### src/inc/irq_pkg.sv
// Constants for the four-level prioritised interrupt controller.
// Assumes one CPU clock, synchronous inputs, and sources ordered by tie-break rank.

package irq_pkg;

  // ----------------------------------------------------------------
  // Sizes
  // ----------------------------------------------------------------
  localparam int NUM_SRC = 10;
  localparam int LVL_W = 2;
  localparam int IDX_W = 4;
  localparam int VEC_W = 16;
  localparam int NUM_LVL = 4;

  // ----------------------------------------------------------------
  // Source indices, ordered by tie-break rank (0 polls first)
  // ----------------------------------------------------------------
  localparam logic [3:0] SRC_EXT0 = 4'h0;
  localparam logic [3:0] SRC_BROWN = 4'h1;
  localparam logic [3:0] SRC_WDOG = 4'h2;
  localparam logic [3:0] SRC_TMR0 = 4'h3;
  localparam logic [3:0] SRC_TWI = 4'h4;
  localparam logic [3:0] SRC_KEY = 4'h5;
  localparam logic [3:0] SRC_CMP = 4'h6;
  localparam logic [3:0] SRC_TMR1 = 4'h7;
  localparam logic [3:0] SRC_UART = 4'h8;
  localparam logic [3:0] SRC_TOUT = 4'h9;

  // ----------------------------------------------------------------
  // Enable/priority field layout per source: register select and bit
  // ----------------------------------------------------------------
  localparam logic [2:0] GLOBAL_EN_BIT = 3'h7;
  localparam logic SRC_REG [0:NUM_SRC-1] = '{1'b0, 1'b0, 1'b0, 1'b0, 1'b1, 1'b1, 1'b1, 1'b0, 1'b0, 1'b1};
  localparam logic [2:0] SRC_BIT [0:NUM_SRC-1] = '{3'h0, 3'h5, 3'h6, 3'h1, 3'h0, 3'h1, 3'h5, 3'h3, 3'h4, 3'h7};

  // Fixed vectors
  localparam logic [15:0] SRC_VECTOR [0:NUM_SRC-1] = '{16'h0003, 16'h002B, 16'h0053, 16'h000B, 16'h0033,
                                                       16'h003B, 16'h0063, 16'h001B, 16'h0023, 16'h0073};

  // Sources able to leave power-down
  localparam logic [NUM_SRC-1:0] SRC_WAKES = 10'h067;

  // ----------------------------------------------------------------
  // Reset values
  // ----------------------------------------------------------------
  localparam logic [3:0] IN_SERVICE_RST = 4'h0;
  localparam logic [15:0] VECTOR_RST = 16'h0000;
  localparam logic BROWN_FLAG_POR = 1'b1;

endpackage : irq_pkg

### src/core/irq_controller.sv
// Four-level prioritised interrupt controller with brownout handling.
// Assumes the core takes a request with a one-cycle ack and signals return
// with a one-cycle pulse; all inputs synchronous to sys_clk.

module irq_controller (
  input wire logic sys_clk,                        // CPU clock
  input wire logic resetn,                         // Core reset, active low
  input wire logic por_n,                          // Power-on reset only, active low
  input wire logic ext0_request_flag,              // External pin 0 request
  input wire logic tmr0_overflow_flag,             // Timer 0 overflow
  input wire logic tmr1_overflow_flag,             // Timer 1 overflow
  input wire logic uart_tx_done,                   // UART transmit done
  input wire logic uart_rx_done,                   // UART receive done
  input wire logic twowire_attention,              // Two-wire attention
  input wire logic keypad_flag,                    // Keypad event
  input wire logic watchdog_overflow_flag,         // Watchdog overflow
  input wire logic comparator_flag,                // Comparator event
  input wire logic timeout_flag,                   // Two-wire timeout timer
  input wire logic brownout_detect,                // Raw brownout detector
  input wire logic [7:0] irq_enable_reg_0,         // Enables, bit 7 global
  input wire logic [7:0] irq_enable_reg_1,         // Enables, second set
  input wire logic [7:0] priority_low_0,           // Level low bits, set 0
  input wire logic [7:0] priority_high_0,          // Level high bits, set 0
  input wire logic [7:0] priority_low_1,           // Level low bits, set 1
  input wire logic [7:0] priority_high_1,          // Level high bits, set 1
  input wire logic brownout_irq_select,            // 1: interrupt, 0: reset
  input wire logic brownout_disable,               // Detector disabled
  input wire logic watchdog_reset_select,          // Watchdog resets device
  input wire logic keypad_ready,                   // Keypad feature set up
  input wire logic comparator_ready,               // Comparator set up
  input wire logic power_down,                     // Core in power-down
  input wire logic brownout_flag_clear,            // Software clear pulse
  input wire logic irq_ack,                        // Core takes the offer
  input wire logic irq_return,                     // Return-from-interrupt pulse
  output logic irq_request,                        // Offer to the core
  output logic [irq_pkg::VEC_W-1:0] irq_vector,    // Offered vector
  output logic [irq_pkg::IDX_W-1:0] irq_source,    // Offered source index
  output logic [irq_pkg::LVL_W-1:0] irq_level,     // Offered level
  output logic [irq_pkg::NUM_LVL-1:0] in_service,  // Levels in service
  output logic brownout_flag,                      // Sticky brownout flag
  output logic brownout_pending,                   // Brownout request latched
  output logic brownout_reset,                     // Brownout reset out
  output logic wake_interrupt,                     // Wake by interrupt
  output logic wake_reset                          // Wake by reset
);

  // ----------------------------------------------------------------
  // Types and state
  // ----------------------------------------------------------------
  typedef enum logic [2:0] {
    ST_IDLE   = 3'b001,
    ST_OFFER  = 3'b010,
    ST_SETTLE = 3'b100
  } arb_state_e;

  arb_state_e state;
  arb_state_e next_state;
  logic det_prev;

  // ----------------------------------------------------------------
  // Source vector in poll order
  // ----------------------------------------------------------------
  // UART shares one slot for both directions.
  logic [irq_pkg::NUM_SRC-1:0] src_flag;
  assign src_flag[irq_pkg::SRC_EXT0] = ext0_request_flag;
  assign src_flag[irq_pkg::SRC_BROWN] = brownout_pending;
  assign src_flag[irq_pkg::SRC_WDOG] = watchdog_overflow_flag;
  assign src_flag[irq_pkg::SRC_TMR0] = tmr0_overflow_flag;
  assign src_flag[irq_pkg::SRC_TWI] = twowire_attention;
  assign src_flag[irq_pkg::SRC_KEY] = keypad_flag;
  assign src_flag[irq_pkg::SRC_CMP] = comparator_flag;
  assign src_flag[irq_pkg::SRC_TMR1] = tmr1_overflow_flag;
  assign src_flag[irq_pkg::SRC_UART] = uart_tx_done | uart_rx_done;
  assign src_flag[irq_pkg::SRC_TOUT] = timeout_flag;

  // Extra wake qualifiers; ones where no feature condition applies
  logic [irq_pkg::NUM_SRC-1:0] wake_extra;
  assign wake_extra[irq_pkg::SRC_EXT0] = 1'b1;
  assign wake_extra[irq_pkg::SRC_BROWN] = 1'b1;
  assign wake_extra[irq_pkg::SRC_WDOG] = ~watchdog_reset_select;
  assign wake_extra[irq_pkg::SRC_TMR0] = 1'b1;
  assign wake_extra[irq_pkg::SRC_TWI] = 1'b1;
  assign wake_extra[irq_pkg::SRC_KEY] = keypad_ready;
  assign wake_extra[irq_pkg::SRC_CMP] = comparator_ready;
  assign wake_extra[irq_pkg::SRC_TMR1] = 1'b1;
  assign wake_extra[irq_pkg::SRC_UART] = 1'b1;
  assign wake_extra[irq_pkg::SRC_TOUT] = 1'b1;

  // ----------------------------------------------------------------
  // Per-source enable and level decode
  // ----------------------------------------------------------------
  logic global_int_enable;
  logic [irq_pkg::NUM_SRC-1:0] src_enable;
  logic [irq_pkg::NUM_SRC-1:0] src_pend;
  logic [irq_pkg::NUM_SRC-1:0] src_wake;
  logic [2*irq_pkg::NUM_SRC-1:0] src_level;

  assign global_int_enable = irq_enable_reg_0[irq_pkg::GLOBAL_EN_BIT];

  // Enable and level share one bit position in their register set
  for (genvar g = 0; g < irq_pkg::NUM_SRC; g++) begin : g_src
    wire logic en0 = irq_enable_reg_0[irq_pkg::SRC_BIT[g]];
    wire logic en1 = irq_enable_reg_1[irq_pkg::SRC_BIT[g]];
    wire logic hi = irq_pkg::SRC_REG[g] ? priority_high_1[irq_pkg::SRC_BIT[g]]
                                        : priority_high_0[irq_pkg::SRC_BIT[g]];
    wire logic lo = irq_pkg::SRC_REG[g] ? priority_low_1[irq_pkg::SRC_BIT[g]]
                                        : priority_low_0[irq_pkg::SRC_BIT[g]];
    assign src_enable[g] = irq_pkg::SRC_REG[g] ? en1 : en0;
    assign src_level[2*g +: 2] = {hi, lo};
    assign src_pend[g] = src_flag[g] & src_enable[g] & global_int_enable;
    assign src_wake[g] = src_flag[g] & src_enable[g] & irq_pkg::SRC_WAKES[g] & wake_extra[g];
  end

  // ----------------------------------------------------------------
  // Arbitration
  // ----------------------------------------------------------------
  logic win_found;
  logic [irq_pkg::IDX_W-1:0] win_index;
  logic [irq_pkg::LVL_W-1:0] win_level;

  irq_arbiter #(
    .N(irq_pkg::NUM_SRC)
  ) u_arbiter (
    .pend(src_pend),
    .levels(src_level),
    .found(win_found),
    .index(win_index),
    .level(win_level)
  );

  // ----------------------------------------------------------------
  // Running priority and eligibility
  // ----------------------------------------------------------------
  // cur_prio is 0 when idle, else the top level in service plus one, so a
  // level-3 service (4) can never be beaten by any request.
  logic [2:0] cur_prio;
  logic [2:0] win_prio;
  logic eligible;

  assign cur_prio = in_service[3] ? 3'h4 :
                    in_service[2] ? 3'h3 :
                    in_service[1] ? 3'h2 :
                    in_service[0] ? 3'h1 : 3'h0;
  assign win_prio = {1'b0, win_level} + 3'h1;
  assign eligible = win_found && (win_prio > cur_prio);

  // ----------------------------------------------------------------
  // Level stack
  // ----------------------------------------------------------------
  // Return pops only the topmost level; a lower nested level stays marked.
  logic take;
  logic [irq_pkg::NUM_LVL-1:0] push_mask;
  logic [irq_pkg::NUM_LVL-1:0] pop_mask;
  logic [irq_pkg::NUM_LVL-1:0] next_in_service;

  assign take = (state == ST_OFFER) && irq_request && irq_ack;
  assign push_mask = take ? (4'h1 << irq_level) : 4'h0;
  assign pop_mask = !irq_return ? 4'h0 :
                    in_service[3] ? 4'h8 :
                    in_service[2] ? 4'h4 :
                    in_service[1] ? 4'h2 :
                    in_service[0] ? 4'h1 : 4'h0;
  assign next_in_service = (in_service & ~pop_mask) | push_mask;

  always_ff @(posedge sys_clk or negedge resetn) begin
    if (!resetn) begin
      in_service <= irq_pkg::IN_SERVICE_RST;
    end else begin
      in_service <= next_in_service;
    end
  end

  // ----------------------------------------------------------------
  // Offer state machine
  // ----------------------------------------------------------------
  // Settle gives the stack one cycle to update before the next offer.
  always_comb begin
    next_state = state;
    case (state)
      ST_IDLE: begin
        if (eligible) begin
          next_state = ST_OFFER;
        end
      end
      ST_OFFER: begin
        if (take) begin
          next_state = ST_SETTLE;
        end else if (!eligible) begin
          next_state = ST_IDLE;
        end
      end
      ST_SETTLE: begin
        next_state = ST_IDLE;
      end
      default: begin
        next_state = ST_IDLE;
      end
    endcase
  end

  logic next_request;
  assign next_request = eligible && (next_state == ST_OFFER);

  always_ff @(posedge sys_clk or negedge resetn) begin
    if (!resetn) begin
      state <= ST_IDLE;
      irq_request <= 1'b0;
      irq_source <= '0;
      irq_level <= '0;
      irq_vector <= irq_pkg::VECTOR_RST;
    end else begin
      state <= next_state;
      irq_request <= next_request;
      if (next_request) begin
        irq_source <= win_index;
        irq_level <= win_level;
        irq_vector <= irq_pkg::SRC_VECTOR[win_index];
      end
    end
  end

  // ----------------------------------------------------------------
  // Brownout: edge request, reset level, sticky flag
  // ----------------------------------------------------------------
  logic det_live;
  logic det_rise;
  logic bo_taken;

  assign det_live = brownout_detect & ~brownout_disable;
  assign det_rise = det_live & ~det_prev;
  assign bo_taken = take && (irq_source == irq_pkg::SRC_BROWN);

  // A new rising edge beats the ack that would clear the request
  always_ff @(posedge sys_clk or negedge resetn) begin
    if (!resetn) begin
      det_prev <= 1'b0;
      brownout_pending <= 1'b0;
      brownout_reset <= 1'b0;
    end else begin
      det_prev <= det_live;
      brownout_pending <= (det_rise & brownout_irq_select) | (brownout_pending & ~bo_taken);
      brownout_reset <= det_live & ~brownout_irq_select;
    end
  end

  // Flag lives on power-on reset only so the core reset leaves it alone.
  // Hazard: edge detect here restarts after a core reset, so a detector
  // still active then sets the flag again.
  always_ff @(posedge sys_clk or negedge por_n) begin
    if (!por_n) begin
      brownout_flag <= irq_pkg::BROWN_FLAG_POR;
    end else begin
      brownout_flag <= det_rise | (brownout_flag & ~brownout_flag_clear);
    end
  end

  // ----------------------------------------------------------------
  // Power-down wake qualification
  // ----------------------------------------------------------------
  // Wake ignores the global enable: the core must resume before it can
  // decide to run a handler at all.
  logic wake_by_reset;
  assign wake_by_reset = (watchdog_overflow_flag & watchdog_reset_select) |
                         (det_live & ~brownout_irq_select);

  always_ff @(posedge sys_clk or negedge resetn) begin
    if (!resetn) begin
      wake_interrupt <= 1'b0;
      wake_reset <= 1'b0;
    end else begin
      wake_interrupt <= power_down & (|src_wake);
      wake_reset <= power_down & wake_by_reset;
    end
  end

  // ----------------------------------------------------------------
  // Assertions
  // ----------------------------------------------------------------
  a_global_block: assert property (@(posedge sys_clk) disable iff (!resetn)
    !global_int_enable |=> !irq_request) else $error("request with global enable clear");

  a_top_level_lock: assert property (@(posedge sys_clk) disable iff (!resetn)
    in_service[3] |=> !irq_request) else $error("request during top-level service");

  a_preempt_higher: assert property (@(posedge sys_clk) disable iff (!resetn)
    irq_request |-> (({1'b0, irq_level} + 3'h1) > $past(cur_prio))) else $error("offer not above running level");

  a_vector_match: assert property (@(posedge sys_clk) disable iff (!resetn)
    irq_request |-> (irq_vector == irq_pkg::SRC_VECTOR[irq_source])) else $error("vector does not match source");

  a_bo_reset_hold: assert property (@(posedge sys_clk) disable iff (!resetn)
    (brownout_detect && !brownout_disable && !brownout_irq_select) |=> brownout_reset)
    else $error("brownout reset dropped while detector active");

  a_bo_once: assert property (@(posedge sys_clk) disable iff (!resetn)
    $rose(brownout_pending) |-> ($past(det_live) && !$past(det_live, 2))) else $error("brownout request not on edge");

  a_flag_sticky: assert property (@(posedge sys_clk) disable iff (!por_n)
    (brownout_flag && !brownout_flag_clear) |=> brownout_flag) else $error("brownout flag lost");

  a_return_pops: assert property (@(posedge sys_clk) disable iff (!resetn)
    (irq_return && !take && (in_service != 4'h0)) |=>
      ($countones(in_service) == $countones($past(in_service)) - 1)) else $error("return did not pop a level");

  a_wake_gate: assert property (@(posedge sys_clk) disable iff (!resetn)
    wake_interrupt |-> ($past(power_down) && $past(|(src_flag & irq_pkg::SRC_WAKES)))) else $error("wake outside power-down");

  a_wake_needs_pd: assert property (@(posedge sys_clk) disable iff (!resetn)
    !power_down |=> (!wake_interrupt && !wake_reset)) else $error("wake while running");

  a_ext0_wake: assert property (@(posedge sys_clk) disable iff (!resetn)
    (power_down && ext0_request_flag && src_enable[irq_pkg::SRC_EXT0]) |=> wake_interrupt)
    else $error("enabled ext0 did not wake");

  a_wd_reset_wake: assert property (@(posedge sys_clk) disable iff (!resetn)
    (power_down && watchdog_overflow_flag && watchdog_reset_select) |=> wake_reset) else $error("no watchdog reset wake");

  a_settle_gap: assert property (@(posedge sys_clk) disable iff (!resetn)
    take |=> (!irq_request ##1 !irq_request)) else $error("offer during settle");

  a_push_level: assert property (@(posedge sys_clk) disable iff (!resetn)
    take |=> in_service[$past(irq_level)]) else $error("taken level not in service");

  a_source_range: assert property (@(posedge sys_clk) disable iff (!resetn)
    irq_request |-> (irq_source <= irq_pkg::SRC_TOUT)) else $error("offered source out of range");

  a_mask_source: assert property (@(posedge sys_clk) disable iff (!resetn)
    irq_request |-> (|($past(src_pend) & (10'h001 << irq_source)))) else $error("offer not pending");

  a_int_mode_quiet: assert property (@(posedge sys_clk) disable iff (!resetn)
    brownout_irq_select |=> !brownout_reset) else $error("brownout reset in interrupt mode");

  a_bo_disabled: assert property (@(posedge sys_clk) disable iff (!resetn)
    (brownout_disable && !brownout_pending) |=> (!brownout_pending && !brownout_reset))
    else $error("brownout acted while disabled");

  a_pend_cleared: assert property (@(posedge sys_clk) disable iff (!resetn)
    (bo_taken && !det_rise) |=> !brownout_pending) else $error("brownout request kept after take");

  a_flag_on_edge: assert property (@(posedge sys_clk) disable iff (!por_n)
    det_rise |=> brownout_flag) else $error("detection did not set brownout flag");

  // Per-source scan: nothing pending a cycle earlier should have beaten the offer
  for (genvar c = 0; c < irq_pkg::NUM_SRC; c++) begin : g_chk
    a_level_wins: assert property (@(posedge sys_clk) disable iff (!resetn)
      irq_request |-> !($past(src_pend[c]) && ($past(src_level[2*c +: 2]) > irq_level)))
      else $error("higher level left waiting");

    a_rank_wins: assert property (@(posedge sys_clk) disable iff (!resetn)
      irq_request |-> !($past(src_pend[c]) && ($past(src_level[2*c +: 2]) == irq_level) && (c < irq_source)))
      else $error("later rank beat earlier rank");
  end

endmodule : irq_controller

### src/core/irq_arbiter.sv
// Combinational arbiter: picks the highest level, then the lowest rank index.
// Assumes pending bits are already gated by enables.

module irq_arbiter #(
  parameter int N = irq_pkg::NUM_SRC
) (
  input wire logic [N-1:0] pend,           // Gated pending requests
  input wire logic [2*N-1:0] levels,       // Two-bit level per source
  output logic found,                      // Some request pending
  output logic [irq_pkg::IDX_W-1:0] index, // Winning source
  output logic [irq_pkg::LVL_W-1:0] level  // Level of the winner
);

  // ----------------------------------------------------------------
  // Selection
  // ----------------------------------------------------------------
  // Level scan ascending, index scan descending, so the last hit is the
  // highest level and the first in poll order within it.
  always_comb begin
    found = 1'b0;
    index = '0;
    level = '0;
    for (int l = 0; l < irq_pkg::NUM_LVL; l++) begin
      for (int i = N - 1; i >= 0; i--) begin
        if (pend[i] && (levels[2*i +: 2] == l[1:0])) begin
          found = 1'b1;
          index = i[irq_pkg::IDX_W-1:0];
          level = l[irq_pkg::LVL_W-1:0];
        end
      end
    end
  end

endmodule : irq_arbiter

### config.mk
export PLATFORM = sky130hd
export DESIGN_NAME = irq_controller
export DESIGN_NICKNAME = d
export VERILOG_FILES = /design/src/inc/irq_pkg.sv /design/src/core/irq_controller.sv /design/src/core/irq_arbiter.sv
export SDC_FILE = /design/constraint.sdc
export NUM_CORES = 1
export LEC_CHECK = 0
export ABC_AREA = 0
export BUFFER_PORTS_ARGS = -buffer_cell sky130_fd_sc_hd__buf_2
export CORE_ASPECT_RATIO = 0.6
export CORE_MARGIN = 1.5
export CORE_UTILIZATION = 50
export CTS_CLUSTER_SIZE = 12
export DETAILED_ROUTE_END_ITERATION = 6
export PLACE_DENSITY = 0.84
export RECOVER_POWER = 100
export SLEW_MARGIN = 5
export SYNTH_ARGS = -nofsm -noshare
export SYNTH_HDL_FRONTEND = slang
export SYNTH_SLANG_ARGS = --single-unit
### constraint.sdc
create_clock -name sys_clk -period 5.9 [get_ports sys_clk]
set_input_delay 0.295 -clock sys_clk [delete_from_list [all_inputs] [get_ports sys_clk]]
set_output_delay 0.295 -clock sys_clk [all_outputs]
set_load 0.01 [all_outputs]
# ---- Word-level counts from Yosys, hierarchy flattened
# Memory sizes are Yosys's and may differ from the RTL's. A register that Yosys moved wholly into a read port is not among the register bits.
# Index checks and enable logic that the tools add are counted.
dict set report totals {
  reg_bits 20
  rom_bits 256
  inputBits 71
  output_inout_bits 32
  word_cells 276
  memories 1
}
# memory depth width rd rd_ports_with_merged_regs write_ports line
set mem_list {}
lappend mem_list {{(name not given)} 16 16 1 1 0 irq_controller.sv:217} ;# irq_vector <= irq_pkg::SRC_VECTOR[win_index];
dict set report op_classes {
  n_addsub 1
  order_cmp 1
  eq_ne 34
  n_shift 1
  muxes 124
  bitwise 46
  n_reduce_logical 57
}
# op count
set ops {}
lappend ops {{4-bit 2-to-1 mux} 43}
lappend ops {{1-bit 2-to-1 mux} 52}
lappend ops {{2-bit 2-to-1 mux} 23}
lappend ops {{1-bit logical AND} 45}
lappend ops {{2-bit equality test, second input constant} 20}
lappend ops {{1-bit bitwise AND} 32}
lappend ops {{2-bit by 1-bit equality test with 1-bit output, second input constant} 10}
lappend ops {{2-bit logical NOT} 10}
lappend ops {{3-bit 2-to-1 mux} 5}
lappend ops {{3-bit by 2-bit equality test with 1-bit output, second input constant} 2}
lappend ops {{1-bit inverter} 6}
lappend ops {{3-bit case mux with 2 select lines} 1}
lappend ops {{4-bit inverter with 5-bit output} 1}
lappend ops {{5-bit OR reduction} 1}
lappend ops {{4-bit bitwise AND} 1}
lappend ops {{4-bit by 1-bit equality test with 1-bit output, second input constant} 1}
lappend ops {{4-bit inverter} 1}
lappend ops {{1-bit bitwise OR} 4}
lappend ops {{4-bit bitwise OR} 1}
lappend ops {{1-bit by 2-bit left shift with 4-bit output, first input constant} 1}
lappend ops {{2-bit by 1-bit adder with 3-bit output, second input constant} 1}
lappend ops {{3-bit by 1-bit equality test with 1-bit output, second input constant} 1}
lappend ops {{3-bit > comparator} 1}
lappend ops {{1-bit logical NOT} 1}

# ---- Logic depth before layout (Yosys ltp)
dict set report logic_depth {
  word_depth 49
  depth_mapped 18
  depth_no_buf 16
}

# ---- By module
# Synthesis repeated with hierarchy kept, for this count alone.
dict set report unflattened {
  hier_cells 255
  hier_area_um2 2173.3
}
# module instances cells_per_inst area_per_inst_um2 seq_area_each_um2
set by_module_without_submodules {}
lappend by_module_without_submodules {irq_controller 1 124 1337.5 628.1}
lappend by_module_without_submodules {irq_arbiter 1 131 835.8 0.0}

# ---- Worst setup path after synthesis
# OpenSTA, ideal clock, no wires.
dict set report synth_timing {
  path_type {input -> register}
  from {input port irq_enable_reg_0[7]}
  to {register irq_vector[5] (netlist name)}
  setup_time_ps 123
  arrival_ps 3502
  required_time_ps 5777
  slack_ps 2275
  stages 15
  n_path_buf 1
  path_cell_list {and4b_1 -> buf_2 -> a22o_1 -> or4_4 -> o211ai_1 -> nand2_1 -> ha_1 -> ha_1 -> a311o_1 -> a21oi_1 -> nor2b_1 -> o21ai_4 -> a211oi_1 -> nand3b_1 -> o221a_1}
}
# element line
set synth_lines {}
lappend synth_lines {{from (decl)} irq_controller.sv:20} ;# input wire logic [7:0] irq_enable_reg_0,
lappend synth_lines {{1-bit bitwise AND} irq_controller.sv:110} ;# assign src_pend[g] = src_flag[g] & src_enable[g] & global_int_enable;
lappend synth_lines {{1-bit logical AND} irq_arbiter.sv:25} ;# if (pend[i] && (levels[2*i +: 2] == l[1:0])) begin
lappend synth_lines {{1-bit 2-to-1 mux (10 in a row)} irq_arbiter.sv:25}
lappend synth_lines {{2-bit 2-to-1 mux (19 in a row)} irq_arbiter.sv:25}
lappend synth_lines {{2-bit 2-to-1 mux (*)} irq_arbiter.sv:25}
lappend synth_lines {{named net u_arbiter.level (one bit)} irq_arbiter.sv:11} ;# output logic [irq_pkg::LVL_W-1:0] level
lappend synth_lines {{2-bit by 1-bit adder with 3-bit output (*)} irq_controller.sv:144} ;# assign win_prio = {1'b0, win_level} + 3'h1;
lappend synth_lines {{3-bit > comparator (*)} irq_controller.sv:145} ;# assign eligible = win_found && (win_prio > cur_prio);
lappend synth_lines {{1-bit logical AND (*)} irq_controller.sv:145}
lappend synth_lines {{3-bit 2-to-1 mux} irq_controller.sv:188} ;# end else if (!eligible) begin
lappend synth_lines {{3-bit 2-to-1 mux} irq_controller.sv:186} ;# if (take) begin
lappend synth_lines {{3-bit case mux with 2 select lines} irq_controller.sv:179} ;# case (state)
lappend synth_lines {{3-bit by 2-bit equality test with 1-bit output} irq_controller.sv:202} ;# assign next_request = eligible && (next_state == ST_OFFER);
lappend synth_lines {{1-bit logical AND (*)} irq_controller.sv:202}
lappend synth_lines {{to (decl)} irq_controller.sv:36} ;# output logic [irq_pkg::VEC_W-1:0] irq_vector,
# The timed path passes the listed nets; every way through them passes the cells marked *.
# A chain may end at the register's enable or synchronous reset.

# ---- Final worst setup path
dict set report layout_timing {
  from {input port irq_enable_reg_0[7]}
  to {register irq_vector[5] (netlist name)}
}
# element line
set layout_lines {}
lappend layout_lines {{1-bit bitwise AND} irq_controller.sv:110}
lappend layout_lines {{1-bit logical AND} irq_arbiter.sv:25}
lappend layout_lines {{2-bit 2-to-1 mux (19 in a row)} irq_arbiter.sv:25}
lappend layout_lines {{2-bit 2-to-1 mux (*)} irq_arbiter.sv:25}
lappend layout_lines {{named net u_arbiter.level (one bit)} irq_arbiter.sv:11}
lappend layout_lines {{2-bit by 1-bit adder with 3-bit output (*)} irq_controller.sv:144}
lappend layout_lines {{3-bit > comparator (*)} irq_controller.sv:145}
lappend layout_lines {{1-bit logical AND (*)} irq_controller.sv:145}
lappend layout_lines {{3-bit 2-to-1 mux} irq_controller.sv:188}
lappend layout_lines {{3-bit 2-to-1 mux} irq_controller.sv:186}
lappend layout_lines {{3-bit case mux with 2 select lines} irq_controller.sv:179}
lappend layout_lines {{3-bit by 2-bit equality test with 1-bit output} irq_controller.sv:202}
lappend layout_lines {{1-bit logical AND (*)} irq_controller.sv:202}
# Marked as above.

==> impl_metrics.csv <==
group,metric,value,unit
worst_hold_path,holdPathEnd,"brownout_flag",
worst_hold_path,whs_path_depth,2,
timing,worstMarginPinSlew,1.28,ns
global_routing,grt_pass1_wl,11400,µm
global_routing,grtUsageMet1,0.450,
clock_tree,clk_latency,0.27,ns
timing,setup_viol,0,
setup_path,critical-path-max-stage-delay,0.56,ns
worst_hold_path,hold_class,"in -> reg",
setup_path,required,6.06,ns
yosys,synth_compound_area_frac,0.344,
clock_tree,clk_pin_slew,0.08,ns
timing,fin_skew,0.00201,ns
yosys,synth_top_family_by_area,"compound AO/OA/AOI/OAI gates",
placement,dp_slack,1.47,ns
global_routing,grt-busiest-layer,"met1",
yosys,synth_seq_area_share,0.264,
timing,fin_crit_sh,0.784,
setup_path,critical_path_class,"in -> reg",
clock_tree,htree_levels,1,
yosys,yosysUniqueCellTypes,62,
layout,final_cell_area,2760,µm²
floorplan,die_width,92.0,µm
layout,multiInputGateArea,1590,µm²
layout,drive_gt1_frac,0.164,
yosys,yosys.area.top_type,"dfrtp_1",
setup_path,rrSetupSlack,1.68,ns
setup_path,worstPathCellList,"clkbuf_1 -> and4b_1 -> a2bb2oi_1 -> nor4bb_1 -> nand4bb_1 -> ha_1 -> ha_1 -> a311o_1 -> a21oi_1 -> nor2b_1 -> o21ai_4 -> a211oi_1 -> nand3b_1 -> o221a_1",
layout,area_delta_synth_final,16.3,%
layout,num-nets-final,435,
yosys,avgSynthCellArea,8.11,µm²
timing,report.final.slew_viol_count,0,
timing,period_minus_slack,4.63,ns
setup_path,end_kind,"register",
layout,diodes,0,
setup_path,cp-start-kind,"input port",
timing,hold_viol,0,
yosys,yosys-mux-area-fraction,0.00474,
drt,vias,2727,
drt,vias_per_cell,6.46,
global_routing,grtUsageMet2,0.371,
power,ir_drop,0.188,mV
yosys,yosys_warnings,0,
worst_hold_path,min_from,"brownout_flag_clear",
timing,fmax,0.216,GHz
drt,drt_pass1_iterations,5,
setup_path,cpMaxStageDelayCell,"nor4bb_1",
timing,worst_slack,1.27,ns
setup_path,worst_ep_arrival_time,4.79,ns
setup_path,crit_fanout,32,
setup_path,r2r_end,"irq_vector[5]",
global_routing,gr-total-overflow,0,
yosys,ys.flop_type,"dfrtp_1",
timing,holdWs,0.173,ns
drt,drt-initial-drc-count,292,
setup_path,reg2reg_from,"brownout_pending",
placement,post_dp_cell_area,2730,µm²
floorplan,die_h,56.4,µm
yosys,synth-simple-area-share,0.278,
clock_tree,cts_tree,"built",
floorplan,initial_core_util,0.521,
clock_tree,clkSinkCount,25,
yosys,synth-xor-area-share,0.00368,
yosys,synth_edf_count,0,
clock_tree,cts.root.buffer_cell,"clkbuf_8",
global_routing,grt_pass1_vias,2264,
power,power.density,238,nW/µm²
placement,port_buffers,75,
drt,wirelength,7310,µm
floorplan,dieArea,5190,µm²
layout,final-seq-area,628,µm²
power,p_leak,1.19,nW
drt,ant_nets,0,
yosys,syn_inst,293,
timing,tns,0,ns
floorplan,rows,19,
global_routing,grtUsageMet3,0.0976,
clock_tree,clockBufferDepth,2,
global_routing,antenna_found_initial,0,
yosys,synth_area,2380,µm²
global_routing,grt_max_degree,33,
placement,gp_congestion,1.07,
yosys,synthTopCellsByArea,"dfrtp_1 24%, nor2_1 4.3%, a22oi_1 3.5%",
timing,slew_headroom,0.148,
layout,postLayoutCoreUtil,0.606,
run,drv_cap,0,
status,outcome,"complete, no violations",
yosys,synth_fa_ha_area_frac,0.0211,
timing,rsz0062_at_grt,"no",
global_routing,track_usage,0.282,
setup_path,cp_common_cell,"ha_1",
yosys,ys_ff_latch,25,
floorplan,core,4560,µm²
yosys,synth_top_cell_area_share,0.242,
placement,dp_hpwl,5940,µm
clock_tree,cts_buffers,3,
drt,wire_per_inst,17.3,µm
yosys,async_reset_ff_frac,1.00,
floorplan,io_pins,103,
drt,drcViolationCount,0,
layout,fillCellCount,432,
setup_path,ff2ff_path_depth,13,
## layer usage
metal	vias to the layer above	routed length, µm
met5	-	0
met4	0	21
met3	4	1090
met2	193	2760
met1	1251	3440
li1	1279	-
## worst max path at each step
stage,from,end,slack (ns),depth (start not counted)
after floorplan,irq_enable_reg_0[7],irq_vector[5],2.28,15
after global placement,irq_enable_reg_0[7],irq_vector[5],1.57,14
after detailed placement,irq_enable_reg_0[7],irq_vector[5],1.47,14
after CTS,irq_enable_reg_0[7],irq_vector[5],1.74,14
after global routing,irq_enable_reg_0[7],irq_vector[5],0.95,14
final,irq_enable_reg_0[7],irq_vector[5],1.27,14
## cells in the final DEF (no fill, tap or decap), types with 8 or more instances in the layout
cell type and instances:
a211oi_1 10, a21oi_1 12, a22oi_1 11, and4b_1 8, buf_2 51, clkbuf_1 25, conb_1 10, dfrtp_1 23
inv_1 15, nand2_1 21, nand4_1 10, nor2_1 27, o21ai_0 9, o22ai_1 11
## worst max-delay path, delay by kind of cell
family                     cells  cell delay, ns
adders and majority gates      2            0.67
AOI/OAI and AO/OA              6            1.59
and+or+nand+nor                5            1.76
buffers and inverters          1            0.46
## logic make-up (layout without fill, tap and decap cells)
kind of cell,Yosys count,after routing
simple gates,111,111
mux,1,1
compound gates,110,110
flops,25,25
other cells,1,10
xor+xnor,1,1
buf+inv,40,97
fa+ha+maj,4,4
## cell usage after synthesis, types with 6 or more instances
master     n
o22ai_1   11
nand4b_1   6
inv_1     14
a21oi_1   12
nand2_1   21
a22o_1     7
o211ai_1   7
o21ai_0    8
and4_1     7
nand4_1   10
a211oi_1  10
buf_4     11
clkbuf_1   9
a22oi_1   11
and4b_1    8
dfrtp_1   23
nor2_1    27
## stage by stage
stage,std cells,total power [mW]
floorplan,302,0.461
global placement,416,0.554
detailed placement,416,0.563
CTS,422,0.667
global route,422,0.702
finish,422,0.658
## registers in the layout, indices dropped and copies added (netlist names)
name and flops:
irq_source 4, irq_level 2, brownout_flag 1, irq_vector 5, in_service 4, state 3
det_prev 1, wake_reset 1, wake_interrupt 1, brownout_reset 1, irq_request 1, brownout_pending 1
## cell type report
cell class,instances,share of cell area
clock buffer,4,0.0163
inverter,16,0.0217
multi-input combinational,237,0.574
sequential,25,0.227
tap,63,0.0285
timing repair buffer,77,0.132
## timing repair
action,CTS,global route
resized for setup,0,0
hold buffers,2,0
endpoints found under the hold margin,2,0
setup buffers,0,0
## where the power goes
group	leakage (nW)	switching (mW)	internal, mW
clock	0.0228	0.0540	0.0484
combinational	0.863	0.181	0.124
sequential	0.309	0.0337	0.217
total	1.19	0.268	0.389
(Power assumes the default switching activity.)
